`src/hdl/cmb_consts.svh`:
```
/*
  Constants of the message-buffer state logic: status codes, field
  positions, register word addresses and the copy length.
  Assumes inclusion by the package; the design file uses its macros without including it.
*/
`ifndef CMB_CONSTS_SVH
`define CMB_CONSTS_SVH

// status codes of one buffer
`define CMB_ST_RX_IDLE    4'h0
`define CMB_ST_RX_ARMED   4'h2
`define CMB_ST_RX_FULL    4'h4
`define CMB_ST_RX_OVR     4'h6
`define CMB_ST_TX_IDLE    4'h8
`define CMB_ST_TX_AWAIT   4'hA
`define CMB_ST_TX_ONCE    4'hC
`define CMB_ST_TX_SENDAW  4'hE
`define CMB_BUSY_BIT      0
`define CMB_TX_BIT        3

// register word addresses
`define CMB_A_STAT        6'h00
`define CMB_A_CFG         6'h0F
`define CMB_A_PAY         6'h10
`define CMB_CFG_LOCK_BIT  0

// timing and buffer count
`define CMB_COPY_CYCLES   5'h11
`define CMB_NBUF          15

`endif

```
`src/hdl/cmb_pkg.sv`:
```
/*
  Types of the message-buffer state logic.
  Assumes cmb_consts.svh is on the include path.
*/
package cmb_pkg;
  `include "cmb_consts.svh"

  typedef struct packed {
    logic [10:0] id;
    logic        rtr;
    logic [3:0]  dlc;
    logic [15:0] data;
  } cmb_frame_s;

  typedef enum logic {CMB_COPY_IDLE, CMB_COPY_RUN} cmb_copy_e;
endpackage

```
`src/hdl/cmb_msg_buffers.sv`:
```
/*
  Message-buffer state logic of a CAN controller: receive copy from the
  staging buffer into fifteen message buffers, status code handling and
  transmit scheduling with pre-emption and retry.
  Assumes a protocol engine that drives the frame events below as
  one-cycle pulses synchronous to clk, and a CPU on the register port.
*/
// Summary of operation
// RULE_01: reception starts on dominant level; matching frames go to staging buffer.
// RULE_02: staging contents move to a buffer only after the sixth EOF bit.
// RULE_03: one copy lasts at least seventeen clock cycles, any frame length.
// RULE_04: busy bit set during copy, cleared right after data is written.
// RULE_05: copy into armed buffer gives full; receive-idle stays unchanged.
// RULE_06: another frame into a full buffer gives overrun.
// RULE_07: during copy only status writes count; table update still applied.
// RULE_08: codes idle 0000b, armed 0010b, full 0100b, full copying 0101b.
// RULE_09: software programs mask, then identifier, then armed code.
// RULE_10: armed buffer entering full raises its interrupt request.
// RULE_11: interrupt routine re-arms, reads, rechecks until busy clears.
// RULE_12: with lock-after-receive the buffer holds its first valid frame.
// RULE_13: status bit 3 set means transmit buffer; transmit-idle accepts writes.
// RULE_14: single-transmit code starts sending; busy while sending, idle after.
// RULE_15: failed transmission stays busy and is retried until success or cancel.
// RULE_16: sent remote request switches the buffer to armed receive.
// RULE_17: await-remote buffer hit by remote frame sends, then awaits again.
// RULE_18: send-then-await code transmits, then enters await-remote.
// RULE_19: transmit-busy buffer takes only status bits 3 to 1; busy bit never.
// RULE_20: from CRC start the best pending buffer is scheduled and marked busy.
// RULE_21: scheduled buffer may be cancelled; a displaced one returns to pending.
// RULE_22: lost arbitration or error halts sending; reselect and send again.
// RULE_23: rank is priority nibble over buffer number; lowest wins.
// RULE_24: fifteen buffers, each receive or transmit.
`timescale 1ns/10ps
module cmb_msg_buffers
  import cmb_pkg::*;
#(
  parameter int NBUF = `CMB_NBUF // see RULE_24
) (
  // clock and reset
  input  wire logic        clk,
  input  wire logic        arst_n,
  // register port
  input  wire logic [5:0]  addr,
  input  wire logic [31:0] wdata,
  input  wire logic        wr,
  input  wire logic        rd,
  output logic      [31:0] rdata,
  // receive side of the protocol engine
  input  wire logic        rx_sof,
  input  wire logic        rx_abort,
  input  wire logic        rx_done,
  input  cmb_frame_s       rx_frame,
  input  wire logic [14:0] rx_hit,
  output logic             rx_active,
  output logic [14:0]      rx_full_evt,
  // transmit side of the protocol engine
  input  wire logic        crc_start,
  input  wire logic        tx_start,
  input  wire logic        tx_ok,
  input  wire logic        tx_fail,
  output logic             tx_req,
  output logic [3:0]       tx_buf,
  output cmb_frame_s       tx_frame,
  output logic [14:0]      tx_done_evt
);

  logic [3:0]  st_q   [NBUF];
  logic [3:0]  pri_q  [NBUF];
  cmb_frame_s  mem_q  [NBUF];
  cmb_frame_s  stage_q;
  cmb_copy_e   copy_q;
  logic [4:0]  cnt_q;
  logic [3:0]  tgt_q;
  logic        lock_q;
  logic        sched_v_q;
  logic [3:0]  sched_q;
  logic        cur_v_q;
  logic [3:0]  cur_q;
  logic        in_crc_q;

  logic [NBUF-1:0] wr_st;
  logic [NBUF-1:0] wr_pay;
  logic [NBUF-1:0] rx_ok;
  logic [NBUF-1:0] pend;
  logic [NBUF-1:0] set_busy;
  logic [NBUF-1:0] drop_busy;
  logic            copy_start;
  logic            copy_end;
  logic [3:0]      first_rx;
  logic            first_v;
  logic [3:0]      best;
  logic            best_v;
  logic [7:0]      best_key;
  logic [7:0]      sched_key;
  logic            cancel;
  logic            take;
  logic            win_open;

  // rx_active tracks a frame on the bus
  always_ff @(posedge clk or negedge arst_n) begin
    if (!arst_n) begin
      rx_active <= 1'b0;
    end else if (rx_sof) begin
      rx_active <= 1'b1; // see RULE_01
    end else if (rx_done || rx_abort) begin
      rx_active <= 1'b0;
    end
  end

  // first receivable buffer in ascending order
  always_comb begin
    first_v  = 1'b0;
    first_rx = 4'h0;
    for (int i = NBUF - 1; i >= 0; i--) begin
      if (rx_ok[i]) begin
        first_v  = 1'b1;
        first_rx = 4'(i);
      end
    end
  end

  // best pending transmit buffer
  always_comb begin
    best_v   = 1'b0;
    best     = 4'h0;
    best_key = 8'hFF;
    for (int i = 0; i < NBUF; i++) begin
      if (pend[i] && (!best_v || {pri_q[i], 4'(i)} < best_key)) begin // see RULE_23
        best_v   = 1'b1;
        best     = 4'(i);
        best_key = {pri_q[i], 4'(i)};
      end
    end
  end

  assign sched_key  = {pri_q[sched_q], sched_q};
  assign copy_start = (copy_q == CMB_COPY_IDLE) && rx_done && first_v; // see RULE_02
  assign copy_end   = (copy_q == CMB_COPY_RUN) && (cnt_q == `CMB_COPY_CYCLES - 5'h01);
  assign cancel     = sched_v_q && wr_st[sched_q] && (wdata[3:2] != 2'b11); // see RULE_21
  assign win_open   = !cur_v_q || in_crc_q; // see RULE_20
  assign take       = win_open && best_v && !tx_start && !tx_fail && !cancel
                      && (!sched_v_q || best_key < sched_key);

  // staging buffer and copy sequencer
  always_ff @(posedge clk or negedge arst_n) begin
    if (!arst_n) begin
      copy_q  <= CMB_COPY_IDLE;
      cnt_q   <= 5'h00;
      tgt_q   <= 4'h0;
      stage_q <= '0;
    end else begin
      case (copy_q)
        CMB_COPY_IDLE: begin
          cnt_q <= 5'h00;
          if (copy_start) begin
            stage_q <= rx_frame; // see RULE_01
            tgt_q   <= first_rx;
            copy_q  <= CMB_COPY_RUN;
          end
        end
        CMB_COPY_RUN: begin
          cnt_q <= cnt_q + 5'h01; // see RULE_03
          if (copy_end) begin
            copy_q <= CMB_COPY_IDLE;
          end
        end
        default: copy_q <= CMB_COPY_IDLE;
      endcase
    end
  end

  // scheduler: scheduled and in-flight buffer
  always_ff @(posedge clk or negedge arst_n) begin
    if (!arst_n) begin
      sched_v_q <= 1'b0;
      sched_q   <= 4'h0;
      cur_v_q   <= 1'b0;
      cur_q     <= 4'h0;
      in_crc_q  <= 1'b0;
    end else begin
      if (crc_start && cur_v_q) begin
        in_crc_q <= 1'b1;
      end
      if (tx_ok) begin
        cur_v_q <= 1'b0;
      end
      if (tx_fail) begin // see RULE_22
        cur_v_q  <= 1'b0;
        in_crc_q <= 1'b0;
        if (cur_v_q && st_q[cur_q][`CMB_BUSY_BIT]) begin
          sched_v_q <= 1'b1; // see RULE_15
          sched_q   <= cur_q;
        end
      end else if (tx_start && sched_v_q) begin
        cur_v_q   <= 1'b1;
        cur_q     <= sched_q;
        sched_v_q <= 1'b0;
        in_crc_q  <= 1'b0;
      end else if (cancel) begin
        sched_v_q <= 1'b0;
      end else if (take) begin
        sched_v_q <= 1'b1;
        sched_q   <= best;
      end
    end
  end

  // per-buffer controls and status codes
  for (genvar i = 0; i < NBUF; i++) begin : g_buf
    logic       copying;
    logic       txbusy;
    logic [2:0] code_in;
    logic [2:0] code_up;
    logic       is_cur;

    assign copying  = (copy_q == CMB_COPY_RUN) && (tgt_q == 4'(i));
    assign txbusy   = st_q[i][`CMB_TX_BIT] && st_q[i][`CMB_BUSY_BIT];
    assign is_cur   = cur_v_q && (cur_q == 4'(i));
    assign wr_st[i] = wr && (addr == `CMB_A_STAT + 6'(i));
    assign wr_pay[i] = wr && (addr == `CMB_A_PAY + 6'(i)) && !copying && !txbusy;
    assign rx_ok[i] = rx_hit[i] && !st_q[i][`CMB_TX_BIT]
                      && (st_q[i] == `CMB_ST_RX_ARMED
                          || (!lock_q && st_q[i][3:1] == 3'b010)
                          || (!lock_q && st_q[i][3:1] == 3'b011)); // see RULE_12
    assign pend[i]  = (st_q[i] == `CMB_ST_TX_ONCE || st_q[i] == `CMB_ST_TX_SENDAW)
                      && !(sched_v_q && sched_q == 4'(i));
    assign set_busy[i]  = take && (best == 4'(i));
    assign drop_busy[i] = (take && sched_v_q && sched_q == 4'(i))
                          || (tx_fail && sched_v_q && sched_q == 4'(i)
                              && !(cur_v_q && cur_q == 4'(i)));
    assign code_in  = wr_st[i] ? wdata[3:1] : st_q[i][3:1];
    // full/overrun update applied at the end of a copy
    always_comb begin
      case (code_in)
        3'b001:  code_up = 3'b010; // see RULE_05
        3'b010:  code_up = 3'b011; // see RULE_06
        default: code_up = code_in;
      endcase
    end

    always_ff @(posedge clk or negedge arst_n) begin
      if (!arst_n) begin
        st_q[i]  <= `CMB_ST_RX_IDLE;
        pri_q[i] <= 4'h0;
      end else begin
        if (wr_st[i]) begin
          if (txbusy) begin
            st_q[i] <= {wdata[3:1], wdata[3:2] == 2'b11}; // see RULE_19
          end else if (copying) begin
            st_q[i][3:1] <= wdata[3:1]; // see RULE_07
          end else begin
            st_q[i]  <= {wdata[3:1], 1'b0}; // see RULE_13
            pri_q[i] <= wdata[7:4];
          end
        end
        if (copy_start && first_rx == 4'(i)) begin
          st_q[i][`CMB_BUSY_BIT] <= 1'b1; // see RULE_04
        end
        if (copy_end && copying) begin
          st_q[i] <= {code_up, 1'b0}; // see RULE_04
        end
        if (set_busy[i]) begin
          st_q[i][`CMB_BUSY_BIT] <= 1'b1; // see RULE_20
        end
        if (drop_busy[i]) begin
          st_q[i][`CMB_BUSY_BIT] <= 1'b0; // see RULE_21
        end
        if (tx_ok && is_cur && st_q[i] == (`CMB_ST_TX_ONCE | 4'h1)) begin
          st_q[i] <= mem_q[i].rtr ? `CMB_ST_RX_ARMED : `CMB_ST_TX_IDLE; // see RULE_16
        end
        if (tx_ok && is_cur && st_q[i] == (`CMB_ST_TX_SENDAW | 4'h1)) begin
          st_q[i] <= `CMB_ST_TX_AWAIT; // see RULE_18
        end
        if (rx_done && rx_frame.rtr && rx_hit[i] && st_q[i] == `CMB_ST_TX_AWAIT) begin
          st_q[i] <= `CMB_ST_TX_SENDAW; // see RULE_17
        end
      end
    end

    // identifier and data words
    always_ff @(posedge clk or negedge arst_n) begin
      if (!arst_n) begin
        mem_q[i] <= '0;
      end else if (copy_end && copying) begin
        mem_q[i] <= stage_q;
      end else if (wr_pay[i]) begin
        mem_q[i] <= wdata;
      end
    end

    // event pulses for the interrupt unit
    always_ff @(posedge clk or negedge arst_n) begin
      if (!arst_n) begin
        rx_full_evt[i] <= 1'b0;
        tx_done_evt[i] <= 1'b0;
      end else begin
        rx_full_evt[i] <= copy_end && copying && code_in == 3'b001; // see RULE_10
        tx_done_evt[i] <= tx_ok && is_cur && txbusy; // see RULE_14
      end
    end
  end

  // configuration
  always_ff @(posedge clk or negedge arst_n) begin
    if (!arst_n) begin
      lock_q <= 1'b0;
    end else if (wr && addr == `CMB_A_CFG) begin
      lock_q <= wdata[`CMB_CFG_LOCK_BIT];
    end
  end

  // read data, valid one cycle after rd
  always_ff @(posedge clk or negedge arst_n) begin
    if (!arst_n) begin
      rdata <= 32'h0000_0000;
    end else if (rd) begin
      rdata <= 32'h0000_0000;
      if (addr < `CMB_A_STAT + 6'(NBUF)) begin
        rdata <= {24'h00_0000, pri_q[addr[3:0]], st_q[addr[3:0]]}; // see RULE_08
      end else if (addr == `CMB_A_CFG) begin
        rdata <= {31'h0000_0000, lock_q};
      end else if (addr >= `CMB_A_PAY && addr < `CMB_A_PAY + 6'(NBUF)) begin
        if (!(st_q[addr[3:0]][`CMB_TX_BIT] && st_q[addr[3:0]][`CMB_BUSY_BIT])) begin
          rdata <= mem_q[addr[3:0]];
        end
      end
    end
  end

  // transmit request towards the protocol engine
  assign tx_req = sched_v_q; // see RULE_14
  always_ff @(posedge clk or negedge arst_n) begin
    if (!arst_n) begin
      tx_buf   <= 4'h0;
      tx_frame <= '0;
    end else begin
      tx_buf   <= sched_q;
      tx_frame <= mem_q[sched_q];
    end
  end

endmodule

```
`config.mk`:
```
export PLATFORM = sky130hd
export DESIGN_NAME = cmb_msg_buffers
export DESIGN_NICKNAME = d
export VERILOG_FILES = /design/src/hdl/cmb_pkg.sv /design/src/hdl/cmb_msg_buffers.sv
export VERILOG_INCLUDE_DIRS = /design/src /design/src/hdl
export SDC_FILE = /design/constraint.sdc
export NUM_CORES = 2
export LEC_CHECK = 0
export ABC_CLOCK_PERIOD_IN_PS = 44200
export BUFFER_PORTS_ARGS = -buffer_cell sky130_fd_sc_hd__buf_2
export CAP_MARGIN = 20
export CORE_MARGIN = 2
export CORE_UTILIZATION = 70
export CTS_BUF_LIST = sky130_fd_sc_hd__clkbuf_8
export CTS_CLUSTER_SIZE = 40
export DETAILED_ROUTE_END_ITERATION = 10
export PLACE_DENSITY = 0.89
export RECOVER_POWER = 25
export SYNTH_ARGS = -nofsm -noshare
export SYNTH_HDL_FRONTEND = slang
export SYNTH_SLANG_ARGS = --single-unit
```
`constraint.sdc`:
```
create_clock -name clk -period 44.2 [get_ports clk]
set_clock_uncertainty 0.15 [all_clocks]
set_input_delay 8.84 -clock clk [delete_from_list [all_inputs] [get_ports clk]]
set_output_delay 8.84 -clock clk [all_outputs]
set_load 0.005 [all_outputs]
```
==> impl_results.md <==
* Status: finished, violations left
* Failing checks: max-capacitance violations, max-slew violations
* Slowest CP cell: dfrtp_1
* Total grt overflow at 0
* IO Pins at 196
* Synth Warn # at 0
* Largest family of logic cells by synthesized area: multiplexers
* Met1 usage at 0.637
* Via count at 44700
* Worst Hold Path Cells at 1
* Vias in the first global route at 44700
* Non-filler cells, final at 5804
* Die H at 267 um
* Critical Path RT at 44820 ps
* Setup-failing EPs final at 0
* Die width at 267 um
* EDFF count, synth at 0
* Simple-Gate Fraction of Synth Area at 0.132
* Setup_tns at 0 ps
* Post-layout min period at 28760 ps
* Initial Utilization at 0.707
* GRT Total Usage at 0.511
* Power per Cell Area at 70.3 mW/mm^2
* Leakage at 0.0215 uW
* Critical Path Source Type: register
* Worst-case reg-to-reg path depth at 118
* WP data arrival at 29390 ps
* Drt total wl at 180000 um
* Synth Cell Area at 0.0484 mm^2
* Final Hold Fails at 0
* Routed Antenna Nets at 0
* Worst-Margin Slew at 8630 ps
* CORE AREA at 0.0685 mm^2
* Seq cells post-synth at 753
* Final period util at 0.651
* Total Power at 3680 uW
* Max Fclk at 34.8 MHz
* CP Capture Type: register
* First-pass GRT wire length at 270000 um
* Postcts setup bufs at 0
* Share of post-route cells with drive strength above 1 at 0.194
* Worst hold margin at 324 ps
* Slowest stage delay, CP at 2740 ps
* # Max-Cap Violations at 9
* Root buf cell: clkbuf_8
* Area delta synth->final at 8.24%
* Hold Buf Count CTS at 0
* Slew Viols, Final at 630
* WS Path Type: register to register
* Register area share after synthesis at 0.389
* Port Buf Inserts at 195
* Routability-driven placement congestion ratio at 1.08
* RSZ-0062 raised after global routing: no
* Asr flop ratio synth at 1.00
* Syn_nets at 4990
* Slew HR at -4.75
* CP Max Fanout at 66
* Predominant post-synthesis flop cell: dfrtp_1
* Most used cell, CP: ha_1
* Row cnt at 96
* Post_cts resized at 0
* Mux cell area share after synthesis at 0.291
* H-tree depth at 4
* Synthesized area per cell at 9.97 um^2
* Hold Crit Class: register to register
* Cells after Synth at 4851
* Initial antenna violation count at 11
* Synth Area in Adders at 0.0111
* CTS tree: yes
* DR vias/cell at 7.70
* Util after Layout at 0.765
* Xor and xnor area share after synthesis at 0.00109
* Compound-Gate Fraction of Synth Area at 0.135
* Count of different cell masters after synthesis at 105
* DR pass1 iterations at 11
* WL/cell at 31.1 um
* CTS sink cnt at 753
* Layout net count at 4960
* Worst-Skew Late Latency at 870 ps
* Grt met3 use at 0.219
* Met2 usage at 0.709
* Placed instance count at 5561
* Cts bufs inserted at 131
* Die ar. at 0.0712 mm^2
* Dpl hpwl at 105000 um
* Peak supply drop at 0.0555 mV
* CTS clock-pin slew for the worst setup and hold paths at 70 ps
* # DRC at 0
* Clock Path Buffers at 3
* First DRT Iteration DRCs at 7898
* Largest net degree at the start of global routing at 167
* Grt peak-use layer: met2
## path summary, 6_finish.rpt
check                           slack [ps]         to       start
worst min-delay path                   320  rx_active   rx_active
min in group asynchronous             9940   cnt_q[2]      arst_n
worst max-delay path                 15440   st_q[20]  sched_q[1]
max in group asynchronous            22350  mem_q[10]      arst_n
worst min register to register         320  rx_active   rx_active
worst max register to register       15440   st_q[20]  sched_q[1]
## through the flow
step | area [um^2] | worst slack, ps
2_1_floorplan | 48400 | 20640
4_1_cts | 52200 | 17330
6_report | 52400 | 15440
3_5_place_dp | 49500 | 17440
3_3_place_gp | 49500 | 17890
5_1_grt | 52400 | 13230
## synth_stat cells (36+ instances only)
| master | number | area, um^2 |
|---|---|---|
| buf_1 | 68 | 255 |
| mux2i_1 | 591 | 5920 |
| nand3_1 | 56 | 280 |
| nor3b_1 | 36 | 270 |
| mux4_2 | 306 | 6890 |
| o22ai_1 | 47 | 294 |
| nor2_1 | 462 | 1730 |
| nor3_1 | 55 | 275 |
| nand2_1 | 552 | 2070 |
| ha_1 | 43 | 538 |
| inv_1 | 97 | 364 |
| mux2_2 | 107 | 1200 |
| dfrtp_1 | 753 | 18800 |
| a21oi_1 | 417 | 2090 |
| clkbuf_1 | 345 | 1290 |
| o21ai_0 | 398 | 1990 |
## final cells by class
class / instances / area [um^2]
antenna: 4 / 10.0
clock buffer: 160 / 2200
clock inverter: 70 / 495
fill: 4246 / 16100
inverter: 98 / 368
multi-input combinational: 3575 / 27800
sequential: 753 / 18800
tap: 882 / 1100
timing repair buffer: 262 / 1590
## power breakdown
part | switching, uW | leakage, uW | internal (uW)
sequential | 352 | 0.00812 | 898
combinational | 980 | 0.0119 | 777
clock | 325 | 0.00153 | 350
## layer usage
metal | wire [um] | share of wire | up-vias
li1 | - | - | 17700
met1 | 58900 | 0.33 | 21300
met2 | 74900 | 0.42 | 4326
met3 | 29900 | 0.17 | 1402
met4 | 16400 | 0.091 | 16
met5 | 162 | 0.00090 | -
## critical path, delay by kind of cell (launching register included)
kind | cells | cell delay (ps)
compound gates | 54 | 12380
fa+ha+maj | 15 | 3690
buf+inv | 10 | 760
flops | 1 | 2740
mux | 5 | 1620
simple gates | 34 | 7370
## state kept, by name (all words and copies together), names as in the netlist
name	count
copy_q	1
cur_v_q	1
pri_q	60
mem_q	480
in_crc_q	1
cur_q	4
cnt_q	5
rdata	32
tx_buf	4
st_q	60
lock_q	1
sched_q	4
rx_active	1
tx_frame	32
tx_done_evt	15
rx_full_evt	15
tgt_q	4
tx_req	1
stage_q	32
## logic make-up (layout without fill, tap and decap cells)
kind of cell / count (synthesis) / after routing
buffers and inverters: 523 / 590
and+or+nand+nor: 1411 / 1411
DFF: 753 / 753
other: 0 / 4
xor gates and xnor gates: 6 / 6
muxes: 1008 / 1008
adders and majority gates: 43 / 43
AOI/OAI and AO/OA: 1107 / 1107
## layout by cell type, fill, tap and decap left out, types with 15 or more instances in the layout
cell	n
mux2i_1	591
inv_1	132
nor3b_1	36
o21ai_0	398
mux4_2	306
or2_2	21
mux2_2	107
buf_4	53
nand3_1	51
o21a_1	18
o22ai_1	47
nor2_1	448
nand2b_1	28
a21o_1	26
ha_1	43
nand3b_1	17
dfrtp_1	752
nand2_1	548
and2_1	26
a31oi_1	25
nor2b_1	33
nor3_1	53
a21oi_1	416
o31ai_1	16
buf_2	187
nand4_1	34
clkinv_2	15
clkbuf_8	161
a211oi_1	17
(Power assumes the default switching activity.)
